===== src/rtl/utr_consts.vh =====
// Purpose: Shared constants for the serial port core
// Assumes: Eight-bit parallel register port, three address lines
// Notes: Offsets are the three-bit register addresses
// What this block does
// Alternate bus mode drives the interrupt request pin with inverted polarity.
// Transmit interrupt: non-FIFO on holding empty; FIFO at or below trigger.
// Receive interrupt: non-FIFO on byte held; FIFO at trigger level.
// Sixteen-times clock from input clock divided by sixteen-bit two-byte divisor.
// Transmit shifter is eight bits; each bit lasts sixteen ticks.
// Frame is start, data bits, optional parity, then stop bits.
// Data bits leave least significant first.
// FIFO mode: each holding write pushes one byte into 64-entry FIFO.
// Non-FIFO: holding-empty flag sets when byte moves to shifter.
// Holding-empty raises transmit interrupt, status bit 1, if enable bit 1.
// FIFO mode: holding-empty flag set whenever transmit FIFO is empty.
// FIFO mode: transmit interrupt when fill falls to trigger level.
// Transmitter-empty flag only when shifter and FIFO both empty.
// Start bit sampled eight ticks after falling edge; high returns idle.
// Data, parity and stop sampled sixteen ticks after previous sample.
// Line status bits 2 to 4 show head character errors.
// Receive FIFO holds 64 entries of eight data and three error bits.
// Reading receive holding pops FIFO and updates error bits at once.
// Receive holding shows oldest received character.
// Receive interrupt, enable bit 0, per character or at trigger level.
// Time-out when data waits four word lengths plus twelve bit times.
// Word-length field 00..11 selects 5..8 data bits both ways.
`ifndef UTR_CONSTS_VH
`define UTR_CONSTS_VH
`define UTR_A_DATA 3'h0
`define UTR_A_IEN 3'h1
`define UTR_A_FIFO 3'h2
`define UTR_A_LCTL 3'h3
`define UTR_A_LSTAT 3'h5
`define UTR_LCR_DLAB 7
`define UTR_LCR_STOP 2
`define UTR_LCR_PEN 3
`define UTR_LCR_EVEN 4
`define UTR_LCR_RST 8'h00
`define UTR_IER_RST 8'h00
`define UTR_DIV_RST 8'h00
`define UTR_HALF_TICKS 4'h7
`define UTR_BIT_TICKS 4'hF
`define UTR_TO_EXTRA 6'h0C
`define UTR_ID_TIMEOUT 3'h6
`define UTR_ID_RXRDY 3'h2
`define UTR_ID_TXEMPTY 3'h1
`define UTR_RXTRG0 7'h01
`define UTR_RXTRG1 7'h10
`define UTR_RXTRG2 7'h20
`define UTR_RXTRG3 7'h38
`define UTR_TXTRG0 7'h08
`define UTR_TXTRG1 7'h10
`define UTR_TXTRG2 7'h20
`define UTR_TXTRG3 7'h38
`endif


===== src/rtl/utr_fifo.v =====
// Purpose: Synchronous FIFO with combinational head
// Assumes: DEPTH equals two to the power AW
// Notes: Push when full and pop when empty are ignored
`timescale 1ns/1ps
`default_nettype none
module utr_fifo #(
	parameter W = 8,
	parameter DEPTH = 64,
	parameter AW = 6
) (
	input wire clk,
	input wire rst_n,
	input wire clr,
	input wire push,
	input wire [W-1:0] din,
	input wire pop,
	output wire [W-1:0] head,
	output reg [AW:0] count_q
);
	localparam [AW:0] FULL = DEPTH[AW:0];
	reg [W-1:0] mem [0:DEPTH-1];
	reg [AW-1:0] wp_q;
	reg [AW-1:0] rp_q;
	wire do_push = push & (count_q != FULL);
	wire do_pop = pop & (count_q != {(AW+1){1'b0}});

	assign head = mem[rp_q];

	always @(posedge clk) begin
		if (do_push) begin
			mem[wp_q] <= din;
		end
	end

	always @(posedge clk) begin
		if (!rst_n || clr) begin
			wp_q <= {AW{1'b0}};
			rp_q <= {AW{1'b0}};
			count_q <= {(AW+1){1'b0}};
		end else begin
			if (do_push) begin
				wp_q <= wp_q + 1'b1;
			end
			if (do_pop) begin
				rp_q <= rp_q + 1'b1;
			end
			if (do_push && !do_pop) begin
				count_q <= count_q + 1'b1;
			end else if (do_pop && !do_push) begin
				count_q <= count_q - 1'b1;
			end
		end
	end
endmodule // utr_fifo
`default_nettype wire


===== src/rtl/utr_core.v =====
// Purpose: 16x oversampled serial port core with 64-entry FIFOs
// Assumes: All inputs synchronous to MCLK; one access per strobe cycle
// Notes: DOUT is valid the cycle after a read strobe
`include "utr_consts.vh"
`timescale 1ns/1ps
`default_nettype none
module utr_core #(
	parameter FIFO_DEPTH = 64,
	parameter FIFO_AW = 6
) (
	input wire MCLK,
	input wire RST_N,
	input wire CS_N,
	input wire RD_N,
	input wire WR_N,
	input wire [2:0] ADDR,
	input wire [7:0] DIN,
	output reg [7:0] DOUT,
	input wire MODE_ALT,
	input wire RXD,
	output wire TXD,
	output wire INT,
	output wire IRQ_N
);
	localparam [2:0] ST_IDLE = 3'h0;
	localparam [2:0] ST_START = 3'h1;
	localparam [2:0] ST_DATA = 3'h2;
	localparam [2:0] ST_PAR = 3'h3;
	localparam [2:0] ST_STOP = 3'h4;
	localparam [FIFO_AW:0] FULL = FIFO_DEPTH[FIFO_AW:0];
	localparam [FIFO_AW:0] NONE = {(FIFO_AW+1){1'b0}};

	////////////////////////////////////////////////////////////////
	// Register port
	reg [7:0] lcr_q;
	reg [7:0] ier_q;
	reg [7:0] dll_q;
	reg [7:0] dlm_q;
	reg fifo_en_q;
	reg [1:0] rx_trg_q;
	reg [1:0] tx_trg_q;
	reg ovr_q;
	wire wr = !CS_N && !WR_N;
	wire rd = !CS_N && !RD_N;
	wire dlab = lcr_q[`UTR_LCR_DLAB];
	wire wr_data = wr && ADDR == `UTR_A_DATA && !dlab;
	wire rd_data = rd && ADDR == `UTR_A_DATA && !dlab;
	wire wr_fcr = wr && ADDR == `UTR_A_FIFO;
	wire rd_lsr = rd && ADDR == `UTR_A_LSTAT;
	wire fifo_chg = wr_fcr && (DIN[0] != fifo_en_q);
	wire tx_clr = wr_fcr && (DIN[2] || fifo_chg);
	wire rx_clr = wr_fcr && (DIN[1] || fifo_chg);
	wire [3:0] nbits = {2'b00, lcr_q[1:0]} + 4'h5;

	always @(posedge MCLK) begin
		if (!RST_N) begin
			lcr_q <= `UTR_LCR_RST;
			ier_q <= `UTR_IER_RST;
			dll_q <= `UTR_DIV_RST;
			dlm_q <= `UTR_DIV_RST;
			fifo_en_q <= 1'b0;
			rx_trg_q <= 2'b00;
			tx_trg_q <= 2'b00;
		end else if (wr) begin
			case (ADDR)
				`UTR_A_DATA: if (dlab) dll_q <= DIN;
				`UTR_A_IEN: begin
					if (dlab) dlm_q <= DIN;
					else ier_q <= {4'h0, DIN[3:0]};
				end
				`UTR_A_FIFO: begin
					fifo_en_q <= DIN[0];
					tx_trg_q <= DIN[5:4];
					rx_trg_q <= DIN[7:6];
				end
				`UTR_A_LCTL: lcr_q <= DIN;
				default: ;
			endcase
		end
	end

	////////////////////////////////////////////////////////////////
	// Baud generator
	wire [15:0] divisor = {dlm_q, dll_q};
	reg [15:0] brg_q;
	reg tick_q;
	wire brg_wrap = brg_q >= divisor - 16'h0001;

	always @(posedge MCLK) begin
		if (!RST_N || divisor == 16'h0000) begin
			brg_q <= 16'h0000;
			tick_q <= 1'b0;
		end else begin
			brg_q <= brg_wrap ? 16'h0000 : brg_q + 16'h0001;
			tick_q <= brg_wrap;
		end
	end

	////////////////////////////////////////////////////////////////
	// Transmit FIFO and shifter
	wire [7:0] tx_head;
	wire [FIFO_AW:0] tx_cnt;
	reg [2:0] tx_st_q;
	reg [7:0] tx_sh_q;
	reg [3:0] tx_tick_q;
	reg [2:0] tx_bit_q;
	reg tx_par_q;
	reg tx_stop2_q;
	reg txd_q;
	wire tx_full = fifo_en_q ? (tx_cnt == FULL) : (tx_cnt != NONE);
	wire tx_load = tick_q && tx_st_q == ST_IDLE && tx_cnt != NONE;
	wire tx_end = tick_q && tx_tick_q == `UTR_BIT_TICKS;

	utr_fifo #(
		.W(8),
		.DEPTH(FIFO_DEPTH),
		.AW(FIFO_AW)
	) u_txf (
		.clk(MCLK),
		.rst_n(RST_N),
		.clr(tx_clr),
		.push(wr_data && !tx_full),
		.din(DIN),
		.pop(tx_load),
		.head(tx_head),
		.count_q(tx_cnt)
	);

	assign TXD = txd_q;

	always @(posedge MCLK) begin
		if (!RST_N) begin
			tx_st_q <= ST_IDLE;
			tx_sh_q <= 8'h00;
			tx_tick_q <= 4'h0;
			tx_bit_q <= 3'h0;
			tx_par_q <= 1'b0;
			tx_stop2_q <= 1'b0;
			txd_q <= 1'b1;
		end else begin
			if (tick_q && tx_st_q != ST_IDLE) begin
				tx_tick_q <= tx_tick_q + 4'h1;
			end
			case (tx_st_q)
				ST_IDLE: begin
					if (tx_load) begin
						tx_sh_q <= tx_head;
						txd_q <= 1'b0;
						tx_tick_q <= 4'h0;
						tx_st_q <= ST_START;
					end
				end
				ST_START: begin
					if (tx_end) begin
						txd_q <= tx_sh_q[0];
						tx_par_q <= tx_sh_q[0];
						tx_sh_q <= {1'b0, tx_sh_q[7:1]};
						tx_bit_q <= 3'h0;
						tx_st_q <= ST_DATA;
					end
				end
				ST_DATA: begin
					if (tx_end) begin
						if ({1'b0, tx_bit_q} == nbits - 4'h1) begin
							if (lcr_q[`UTR_LCR_PEN]) begin
								txd_q <= tx_par_q ^ ~lcr_q[`UTR_LCR_EVEN];
								tx_st_q <= ST_PAR;
							end else begin
								txd_q <= 1'b1;
								tx_stop2_q <= lcr_q[`UTR_LCR_STOP];
								tx_st_q <= ST_STOP;
							end
						end else begin
							txd_q <= tx_sh_q[0];
							tx_par_q <= tx_par_q ^ tx_sh_q[0];
							tx_sh_q <= {1'b0, tx_sh_q[7:1]};
							tx_bit_q <= tx_bit_q + 3'h1;
						end
					end
				end
				ST_PAR: begin
					if (tx_end) begin
						txd_q <= 1'b1;
						tx_stop2_q <= lcr_q[`UTR_LCR_STOP];
						tx_st_q <= ST_STOP;
					end
				end
				ST_STOP: begin
					if (tx_end && tx_stop2_q) tx_stop2_q <= 1'b0;
					else if (tx_end) tx_st_q <= ST_IDLE;
				end
				default: begin
					tx_st_q <= ST_IDLE;
				end
			endcase
		end
	end

	////////////////////////////////////////////////////////////////
	// Receive shifter and FIFO
	wire [10:0] rx_head;
	wire [FIFO_AW:0] rx_cnt;
	reg [2:0] rx_st_q;
	reg [7:0] rx_sh_q;
	reg [3:0] rx_tick_q;
	reg [2:0] rx_bit_q;
	reg rx_par_q;
	reg rx_pe_q;
	reg rx_prev_q;
	reg rx_push_q;
	reg [10:0] rx_word_q;
	wire rx_full = fifo_en_q ? (rx_cnt == FULL) : (rx_cnt != NONE);
	wire rx_half = tick_q && rx_tick_q == `UTR_HALF_TICKS;
	wire rx_mid = tick_q && rx_tick_q == `UTR_BIT_TICKS;
	wire rx_has = rx_cnt != NONE;
	wire [7:0] rx_data = rx_sh_q >> (4'h8 - nbits);

	utr_fifo #(
		.W(11),
		.DEPTH(FIFO_DEPTH),
		.AW(FIFO_AW)
	) u_rxf (
		.clk(MCLK),
		.rst_n(RST_N),
		.clr(rx_clr),
		.push(rx_push_q && !rx_full),
		.din(rx_word_q),
		.pop(rd_data),
		.head(rx_head),
		.count_q(rx_cnt)
	);

	always @(posedge MCLK) begin
		if (!RST_N) begin
			rx_st_q <= ST_IDLE;
			rx_sh_q <= 8'h00;
			rx_tick_q <= 4'h0;
			rx_bit_q <= 3'h0;
			rx_par_q <= 1'b0;
			rx_pe_q <= 1'b0;
			rx_prev_q <= 1'b1;
			rx_push_q <= 1'b0;
			rx_word_q <= 11'h000;
		end else begin
			rx_prev_q <= RXD;
			rx_push_q <= 1'b0;
			if (tick_q && rx_st_q != ST_IDLE) begin
				rx_tick_q <= rx_tick_q + 4'h1;
			end
			case (rx_st_q)
				ST_IDLE: begin
					if (rx_prev_q && !RXD) begin
						rx_tick_q <= 4'h0;
						rx_st_q <= ST_START;
					end
				end
				ST_START: begin
					if (rx_half) begin
						rx_tick_q <= 4'h0;
						rx_bit_q <= 3'h0;
						rx_par_q <= 1'b0;
						rx_pe_q <= 1'b0;
						rx_st_q <= RXD ? ST_IDLE : ST_DATA;
					end
				end
				ST_DATA: begin
					if (rx_mid) begin
						rx_sh_q <= {RXD, rx_sh_q[7:1]};
						rx_par_q <= rx_par_q ^ RXD;
						rx_bit_q <= rx_bit_q + 3'h1;
						if ({1'b0, rx_bit_q} == nbits - 4'h1) begin
							rx_st_q <= lcr_q[`UTR_LCR_PEN] ? ST_PAR : ST_STOP;
						end
					end
				end
				ST_PAR: begin
					if (rx_mid) begin
						rx_pe_q <= rx_par_q ^ RXD ^ ~lcr_q[`UTR_LCR_EVEN];
						rx_st_q <= ST_STOP;
					end
				end
				ST_STOP: begin
					if (rx_mid) begin
						rx_push_q <= 1'b1;
						rx_word_q <= {!RXD && rx_data == 8'h00, !RXD, rx_pe_q, rx_data};
						rx_st_q <= ST_IDLE;
					end
				end
				default: begin
					rx_st_q <= ST_IDLE;
				end
			endcase
		end
	end

	// Overrun: set wins over the clear from a status read
	always @(posedge MCLK) begin
		if (!RST_N) ovr_q <= 1'b0;
		else if (rx_push_q && rx_full) ovr_q <= 1'b1;
		else if (rd_lsr || rx_clr) ovr_q <= 1'b0;
	end

	////////////////////////////////////////////////////////////////
	// Receive time-out
	reg [9:0] to_cnt_q;
	wire [5:0] to_bits = {nbits, 2'b00} + `UTR_TO_EXTRA;
	wire [9:0] to_lim = {to_bits, 4'h0};
	wire to_hit = fifo_en_q && rx_has && to_cnt_q == to_lim;

	always @(posedge MCLK) begin
		if (!RST_N || rx_push_q || rd_data || !rx_has || !fifo_en_q) to_cnt_q <= 10'h000;
		else if (tick_q && to_cnt_q != to_lim) to_cnt_q <= to_cnt_q + 10'h001;
	end

	////////////////////////////////////////////////////////////////
	// Status, interrupt and read-back
	wire [6:0] rx_lvl = rx_trg_q[1] ? (rx_trg_q[0] ? `UTR_RXTRG3 : `UTR_RXTRG2)
		: (rx_trg_q[0] ? `UTR_RXTRG1 : `UTR_RXTRG0);
	wire [6:0] tx_lvl = tx_trg_q[1] ? (tx_trg_q[0] ? `UTR_TXTRG3 : `UTR_TXTRG2)
		: (tx_trg_q[0] ? `UTR_TXTRG1 : `UTR_TXTRG0);
	wire [15:0] rx_cnt16 = {{(15-FIFO_AW){1'b0}}, rx_cnt};
	wire [15:0] tx_cnt16 = {{(15-FIFO_AW){1'b0}}, tx_cnt};
	wire thr_empty = tx_cnt == NONE;
	wire tsr_empty = thr_empty && tx_st_q == ST_IDLE;
	wire [2:0] rx_err = rx_has ? rx_head[10:8] : 3'h0;
	wire [7:0] line_status = {1'b0, tsr_empty, thr_empty, rx_err, ovr_q, rx_has};
	wire tx_cond = fifo_en_q ? (tx_cnt16 <= {9'h000, tx_lvl}) : thr_empty;
	wire rx_cond = fifo_en_q ? (rx_cnt16 >= {9'h000, rx_lvl}) : rx_has;
	wire rx_irq = ier_q[0] && rx_cond;
	wire to_irq = ier_q[0] && to_hit;
	wire tx_irq = ier_q[1] && tx_cond;
	wire [2:0] isr_id = to_irq ? `UTR_ID_TIMEOUT : rx_irq ? `UTR_ID_RXRDY
		: tx_irq ? `UTR_ID_TXEMPTY : 3'h0;
	wire pend = to_irq || rx_irq || tx_irq;
	wire [7:0] interrupt_status = {fifo_en_q, fifo_en_q, 2'b00, isr_id, !pend};

	reg int_q;
	reg irq_n_q;
	always @(posedge MCLK) begin
		if (!RST_N) begin
			int_q <= 1'b0;
			irq_n_q <= 1'b1;
			DOUT <= 8'h00;
		end else begin
			int_q <= pend && !MODE_ALT;
			irq_n_q <= !(pend && MODE_ALT);
			if (rd) begin
				case (ADDR)
					`UTR_A_DATA: DOUT <= dlab ? dll_q : rx_head[7:0];
					`UTR_A_IEN: DOUT <= dlab ? dlm_q : ier_q;
					`UTR_A_FIFO: DOUT <= interrupt_status;
					`UTR_A_LCTL: DOUT <= lcr_q;
					`UTR_A_LSTAT: DOUT <= line_status;
					default: DOUT <= 8'h00;
				endcase
			end
		end
	end

	assign INT = int_q;
	assign IRQ_N = irq_n_q;
endmodule // utr_core
`default_nettype wire


===== config.mk =====
export PLATFORM = sky130hd
export DESIGN_NAME = utr_core
export DESIGN_NICKNAME = d
export VERILOG_FILES = /design/src/rtl/utr_fifo.v /design/src/rtl/utr_core.v
export VERILOG_INCLUDE_DIRS = /design/src /design/src/rtl
export SDC_FILE = /design/constraint.sdc
export NUM_CORES = 2
export LEC_CHECK = 0
export ABC_AREA = 0
export CAP_MARGIN = 20
export CELL_PAD_IN_SITES_DETAIL_PLACEMENT = 1
export CELL_PAD_IN_SITES_GLOBAL_PLACEMENT = 1
export CORE_MARGIN = 1
export CORE_UTILIZATION = 30
export DETAILED_ROUTE_END_ITERATION = 10
export DONT_BUFFER_PORTS = 1
export PLACE_DENSITY = 0.56
export SYNTH_ARGS = -nofsm -noshare
export SYNTH_HDL_FRONTEND = slang
export SYNTH_SLANG_ARGS = --single-unit

===== constraint.sdc =====
create_clock -name MCLK -period 3.57 [get_ports MCLK]
set_input_delay 0.1785 -clock MCLK [delete_from_list [all_inputs] [get_ports MCLK]]
set_output_delay 0.1785 -clock MCLK [all_outputs]
set_load 0.01 [all_outputs]

Word-level counts from Yosys, hierarchy flattened
Memories as Yosys holds them, arrays and structs flattened. A register that Yosys moved wholly into a read port is not among the register bits.
Cells that the tools add are included.
{"block": "classes", "add_sub_neg": 19, "multipliers": 0, "n_div": 0, "order_cmp": 3, "n_eq_ne": 40, "shifts": 1, "mux": 88, "bitwise_logic": 10, "reduce_logical": 102}
{"op": "$mux 3", "count": 20}
{"op": "$mux 8", "count": 6}
{"op": "$pmux 8 s5", "count": 1}
{"op": "$logic_and 1x1->1", "count": 37}
{"op": "$mux 6", "count": 6}
{"op": "$ne 2x2->1 const B", "count": 15}
{"op": "$pmux 3 s5", "count": 2}
{"op": "$mux 1", "count": 28}
{"op": "$mux 7", "count": 4}
{"op": "$add 6x1->6 const B", "count": 4}
{"op": "$mux 4", "count": 6}
{"op": "$pmux 8 s3", "count": 1}
{"op": "$mux 5", "count": 4}
{"op": "$eq 3x2->1 const B", "count": 6}
{"op": "$logic_not 1->1", "count": 17}
{"op": "$add 16x1->16 const B", "count": 1}
{"op": "$ge 16x16->1", "count": 1}
{"op": "$logic_not 16->1", "count": 1}
{"op": "$sub 16x1->16 const B", "count": 1}
{"op": "$reduce_and 3->1", "count": 5}
{"op": "$add 7x1->7 const B", "count": 2}
{"op": "$eq 7x7->1 const B", "count": 2}
{"op": "$ne 7x7->1 const B", "count": 2}
{"op": "$reduce_bool 7->1", "count": 2}
{"op": "other kinds (42)", "count": 89}
{"block": "totals", "register_bits": 163, "latchBits": 0, "mem_bits_rw": 1216, "rom_bits": 0, "input_bits": 18, "out_inout_bits": 11, "word_cells": 301, "n_memories": 2}
{"name": "u_rxf.mem", "depth": 64, "word_bits": 11, "read_ports": 1, "rd_clocked_by_memory_dff": 1, "write_ports": 1, "line": "utr_fifo.v:21", "rtl": "reg [W-1:0] mem [0:DEPTH-1];"}
{"name": "u_txf.mem", "depth": 64, "word_bits": 8, "read_ports": 1, "rd_clocked_by_memory_dff": 1, "write_ports": 1, "line": "utr_fifo.v:21"}

Logic depth before layout (Yosys ltp)
{"block": "logic_depth", "ltp_word": 10, "ltp_mapped": 15, "ltp_nobuf": 14}

Hierarchy
From an unflattened synthesis, not the netlist that was laid out.
{"block": "unflattened", "cells_unflattened": 3350, "hier_area_um2": 56953.4}
{"module": "utr_fifo at u_rxf", "instances": 1, "cells_per_inst": 1413, "area_each_um2": 28459.8, "seq_area_each_um2": 21640.8}
{"module": "utr_fifo at u_txf", "instances": 1, "cells_per_inst": 1103, "area_each_um2": 21545.7, "seq_area_each_um2": 15875.2}
{"module": "utr_core", "instances": 1, "cells_per_inst": 834, "area_each_um2": 6947.9, "seq_area_each_um2": 2502.4}

Worst setup path after synthesis
No wires, ideal clock.
{"block": "synth_path", "kind": "register to register", "start": "register dll_q[2]", "end": "register brg_q[10]", "setup_ns": 0.132, "t_arrival_ns": 3.154, "required_ns": 3.438, "path_slack_ns": 0.284, "stages_incl_launch_ff": 15, "path_buffers": 1, "synth_period_minus_slack_ns": 3.286, "path_cell_list": "dfxtp_1 > or3_1 > nor3_1 > nand2b_1 > nor4_1 > nand2_1 > nor4_2 > xnor2_1 > ha_1 > nand4_1 > a211oi_1 > o41ai_1 > o21ai_1 > clkbuf_1 > nor3_1"}
{"block": "synth_via", "elab_chain_cells": 3, "word_cells_on_any_way": 5, "cone_classes": "add/sub: 1; order compare: 1; reduce/logical: 3"}
{"item": "start, declared", "line": "utr_core.v:37", "rtl": "reg [7:0] dll_q;"}
{"item": "start signal, assigned", "line": "utr_core.v:59", "rtl": "dll_q <= `UTR_DIV_RST;"}
{"item": "$sub 16x1->16 or $logic_not 16->1 (tied branches)", "line": "utr_core.v:87, utr_core.v:90"}
{"item": "$ge 16x16->1 or $logic_or 1x1->1 (tied branches)", "line": "utr_core.v:87, utr_core.v:90"}
{"item": "$reduce_or 2->1 (no source line) (*)"}
{"item": "end signal, assigned", "line": "utr_core.v:94", "rtl": "brg_q <= brg_wrap ? 16'h0000 : brg_q + 16'h0001;"}
{"item": "end, declared", "line": "utr_core.v:85", "rtl": "reg [15:0] brg_q;"}
Every way passes the cells marked *; elsewhere a longest branch is shown, timed or not.
A chain may end at the register's enable or synchronous reset.

==> flow_summary.toml <==
[status]
status = "finished clean"

[power]
ir_worst_vdd_mv = 0.392
p_switching_w = 0.00686
pwr-share-seq = 0.524
pwr-share-comb = 0.012
p_per_area_nw_per_um2 = 506
power.internal_w = 0.0266
power_leakage_nw = 20.9
power_frac_clock = 0.464
switching_share = 0.205

[cells_and_area]
seq_area_sq_um = 40100
multi_input_area_sq_um = 15300
num-nets-final = 3582
syn_to_final_growth_pct = 17.3
layout_commonest_cell = "edfxtp_1"
final_cell_mix = "edfxtp_1, nor2_1, mux4_2"
layout-drive-gt1-share = 0.230
nFillCells = 18800
finish.utilization = 0.356

[sta]
hold_ws_ps = 80.0
finalSetupViolCount = 0
timing.fmax_mhz = 300
drv_slew = 0
max_slew_margin = 0.270
final.setup_skew_ps = 39.5
min_period_ps = 3330
tightest_slew_ps = 1090
post-route-period-util = 0.933
hold_viol_final = 0

[detailed_routing]
wire_per_inst_um = 25.2
drc = 0
wl_um = 154000
detail_route.first_pass.iterations = 6
via_count = 30400
final_antenna_net_count = 0
initialDrtViolationCount = 2521
drt-vias-per-instance = 4.98

[floorplanning]
core_area_sq_um = 186000
die_h_um = 436
die_w_um = 436
die-area_sq_um = 190000
rows = 158
pin_count = 29
start_util = 0.303

[global_route]
grt_max_degree = 70
grt_pass1_wl_um = 226000
track_usage = 0.161
grt-ovfl-total = 0
grt_antenna_before_repair = 2
grt_pass1_vias = 31900

[setup_path]
cpPeakStageDelay_ps = 690
slowest_stage = "dfxtp_4"
end_kind = "register"
critical_path_peak_fanout = 21
crit_arrival_ps = 3990
cp-start-kind = "register"
path_cells = "buf_12 -> buf_12 -> mux4_2 -> a22o_1 -> a221oi_1 -> o22ai_1 -> buf_4 -> nor3_1 -> o22ai_1"
crit_type = "reg -> reg"
critPathRequiredTime_ps = 4230

[clock_tree]
clkLatencyLatePin_ps = 800
numCtsBuffers = 154
cts.htree.levels = 4
cts_tree = "done"
clockBufferDepth = 3
postCtsSetupBuffers = 0
cts_sinks = 1391
root_buffer = "clkbuf_16"
clk_pin_slew_ps = 60

[logic_synthesis]
yosysUniqueCellTypes = 84
synth_seq_cells = 1391
netlist_instances = 3227
synth-edff-count = 1216
yosysWarnings = 0
synthesis.area_sq_um = 56500
syn_avg_cell_area_sq_um = 17.5
ys.flop_type = "edfxtp_1"
synth_nets = 3296
synthArstFlopShare = 0
ys_seq_area_frac = 0.708

[placement]
routabilityCongestion = 0.806
dp_hpwl_um = 98500
port-buffer-count = 0

[run]
drv_cap = 0

[min_path]
hold_path_class = "in -> reg"
hold_start = "CS_N"
==> metrics by stage <==
step	instance area [sq um]	std cells	worst slack (ps)	power [W]	TNS, ps
after detailed placement	60900	5805	97.3	0.0181	0
after global placement	60900	5805	127	0.0181	0
after floorplan	56500	3227	284	0.0181	0
final	66300	6113	238	0.0335	0
after global routing	66300	6113	-13.2	0.0345	-13.2
after CTS	66300	6112	91.2	0.0339	0
==> cells by family after synthesis <==
kind of cell,Yosys count,share of synthesized area
multiplexers,420,0.144
flip-flops,1391,0.708
XOR/XNOR,83,0.0131
AO/OA/AOI/OAI,342,0.0409
AND/OR/NAND/NOR,725,0.0607
buffers and inverters,215,0.0211
adder cells (fa/ha/maj),51,0.0116
==> power by group through the flow <==
stage,Combinational (W),Clock (W),Sequential [W]
detailed placement,0.000232,0,0.0179
floorplan,0.000186,0,0.0179
global placement,0.000229,0,0.0179
global route,0.000451,0.0165,0.0175
finish,0.000412,0.0155,0.0176
CTS,0.000422,0.0159,0.0176
==> routing by layer <==
metal / track usage / share of wire / wire, um / vias up
li1: - / - / - / 13400
met1: 0.221 / 0.44 / 68400 / 16100
met2: 0.259 / 0.48 / 74000 / 681
met3: 0.0280 / 0.048 / 7420 / 228
met4: 0.0516 / 0.028 / 4340 / 2
met5: 0 / 0.000052 / 8 / -
==> path summary, 6_finish.rpt <==
check / end / slack (ps) / cells after the start
min reg2reg: lcr_q[5] / 460 / 2
max reg2reg: DOUT[5] / 240 / 9
min: u_txf.wp_q[0] / 80 / 6
max: DOUT[5] / 240 / 9
==> critical path: cells and delay by family (launching register included) <==
kind / cells / cell delay, ps
AND/OR/NAND/NOR: 1 / 270
buffers and inverters: 3 / 640
flip-flops: 1 / 690
multiplexers: 1 / 520
AO/OA/AOI/OAI: 4 / 1020
==> flip-flops by register name, summed over array words and instances (netlist names), 6 cells and up, named ones only <==
name           count
dll_q              8
rx_sh_q            8
u_txf.mem        512
to_cnt_q          10
u_txf.count_q      7
brg_q             16
DOUT               8
u_txf.rp_q         6
u_rxf.rp_q         6
u_txf.wp_q         6
dlm_q              8
u_rxf.mem        704
rx_word_q         11
u_rxf.wp_q         6
tx_sh_q            8
lcr_q              8
u_rxf.count_q      7
==> cell type report <==
type / count / share of cell area
Antenna cell: 1 / 0.0000378
Clock buffer: 206 / 0.0626
Clock inverter: 69 / 0.0109
Inverter: 41 / 0.00232
Multi-Input combinational cell: 1621 / 0.231
Sequential cell: 1391 / 0.604
Tap cell: 2480 / 0.0468
Timing Repair Buffer: 304 / 0.0419
==> Yosys cell counts, types with 5 or more instances <==
master     number  share of area
inv_1          40         0.0027
a21o_1         12         0.0016
nand4_1        26         0.0029
nor2b_1        38         0.0042
o22ai_1        16         0.0018
mux2_2         10         0.0020
and2_1         12         0.0013
nand2b_1       14         0.0016
dfxtp_1       175          0.062
a31oi_1         9         0.0010
nor2_1        290          0.019
and3_1         10         0.0011
buf_1          11        0.00073
clkbuf_1       90         0.0060
nand3b_1       15         0.0020
nand2_1       138         0.0092
buf_2          27         0.0024
mux4_2        282           0.11
nor4_1         12         0.0013
a211oi_1       26         0.0035
a221oi_1       13         0.0020
buf_6          27         0.0054
buf_4          10         0.0013
xnor2_1        48         0.0074
or3_1          13         0.0014
o211ai_1        9         0.0012
nand3_1        69         0.0061
mux4_1         25          0.012
o21ai_0        51         0.0045
xor2_1         34         0.0053
nor3_1         50         0.0044
o21bai_1        5        0.00066
ha_1           49          0.011
a2111oi_2       8         0.0021
o21a_1          6        0.00080
a21oi_1       101         0.0089
or2_2          10         0.0011
edfxtp_1     1216           0.65
mux2i_1       103          0.018
buf_12          5         0.0018
a22oi_1        31         0.0041
==> timing repair <==
item                                   in CTS  in global routing
resized for setup                           0                  3
hold buffers                               32                  0
setup endpoints to repair                   0                  4
endpoints found under the hold margin     649                  0
No activity file was read; power rests on OpenSTA's default activity.
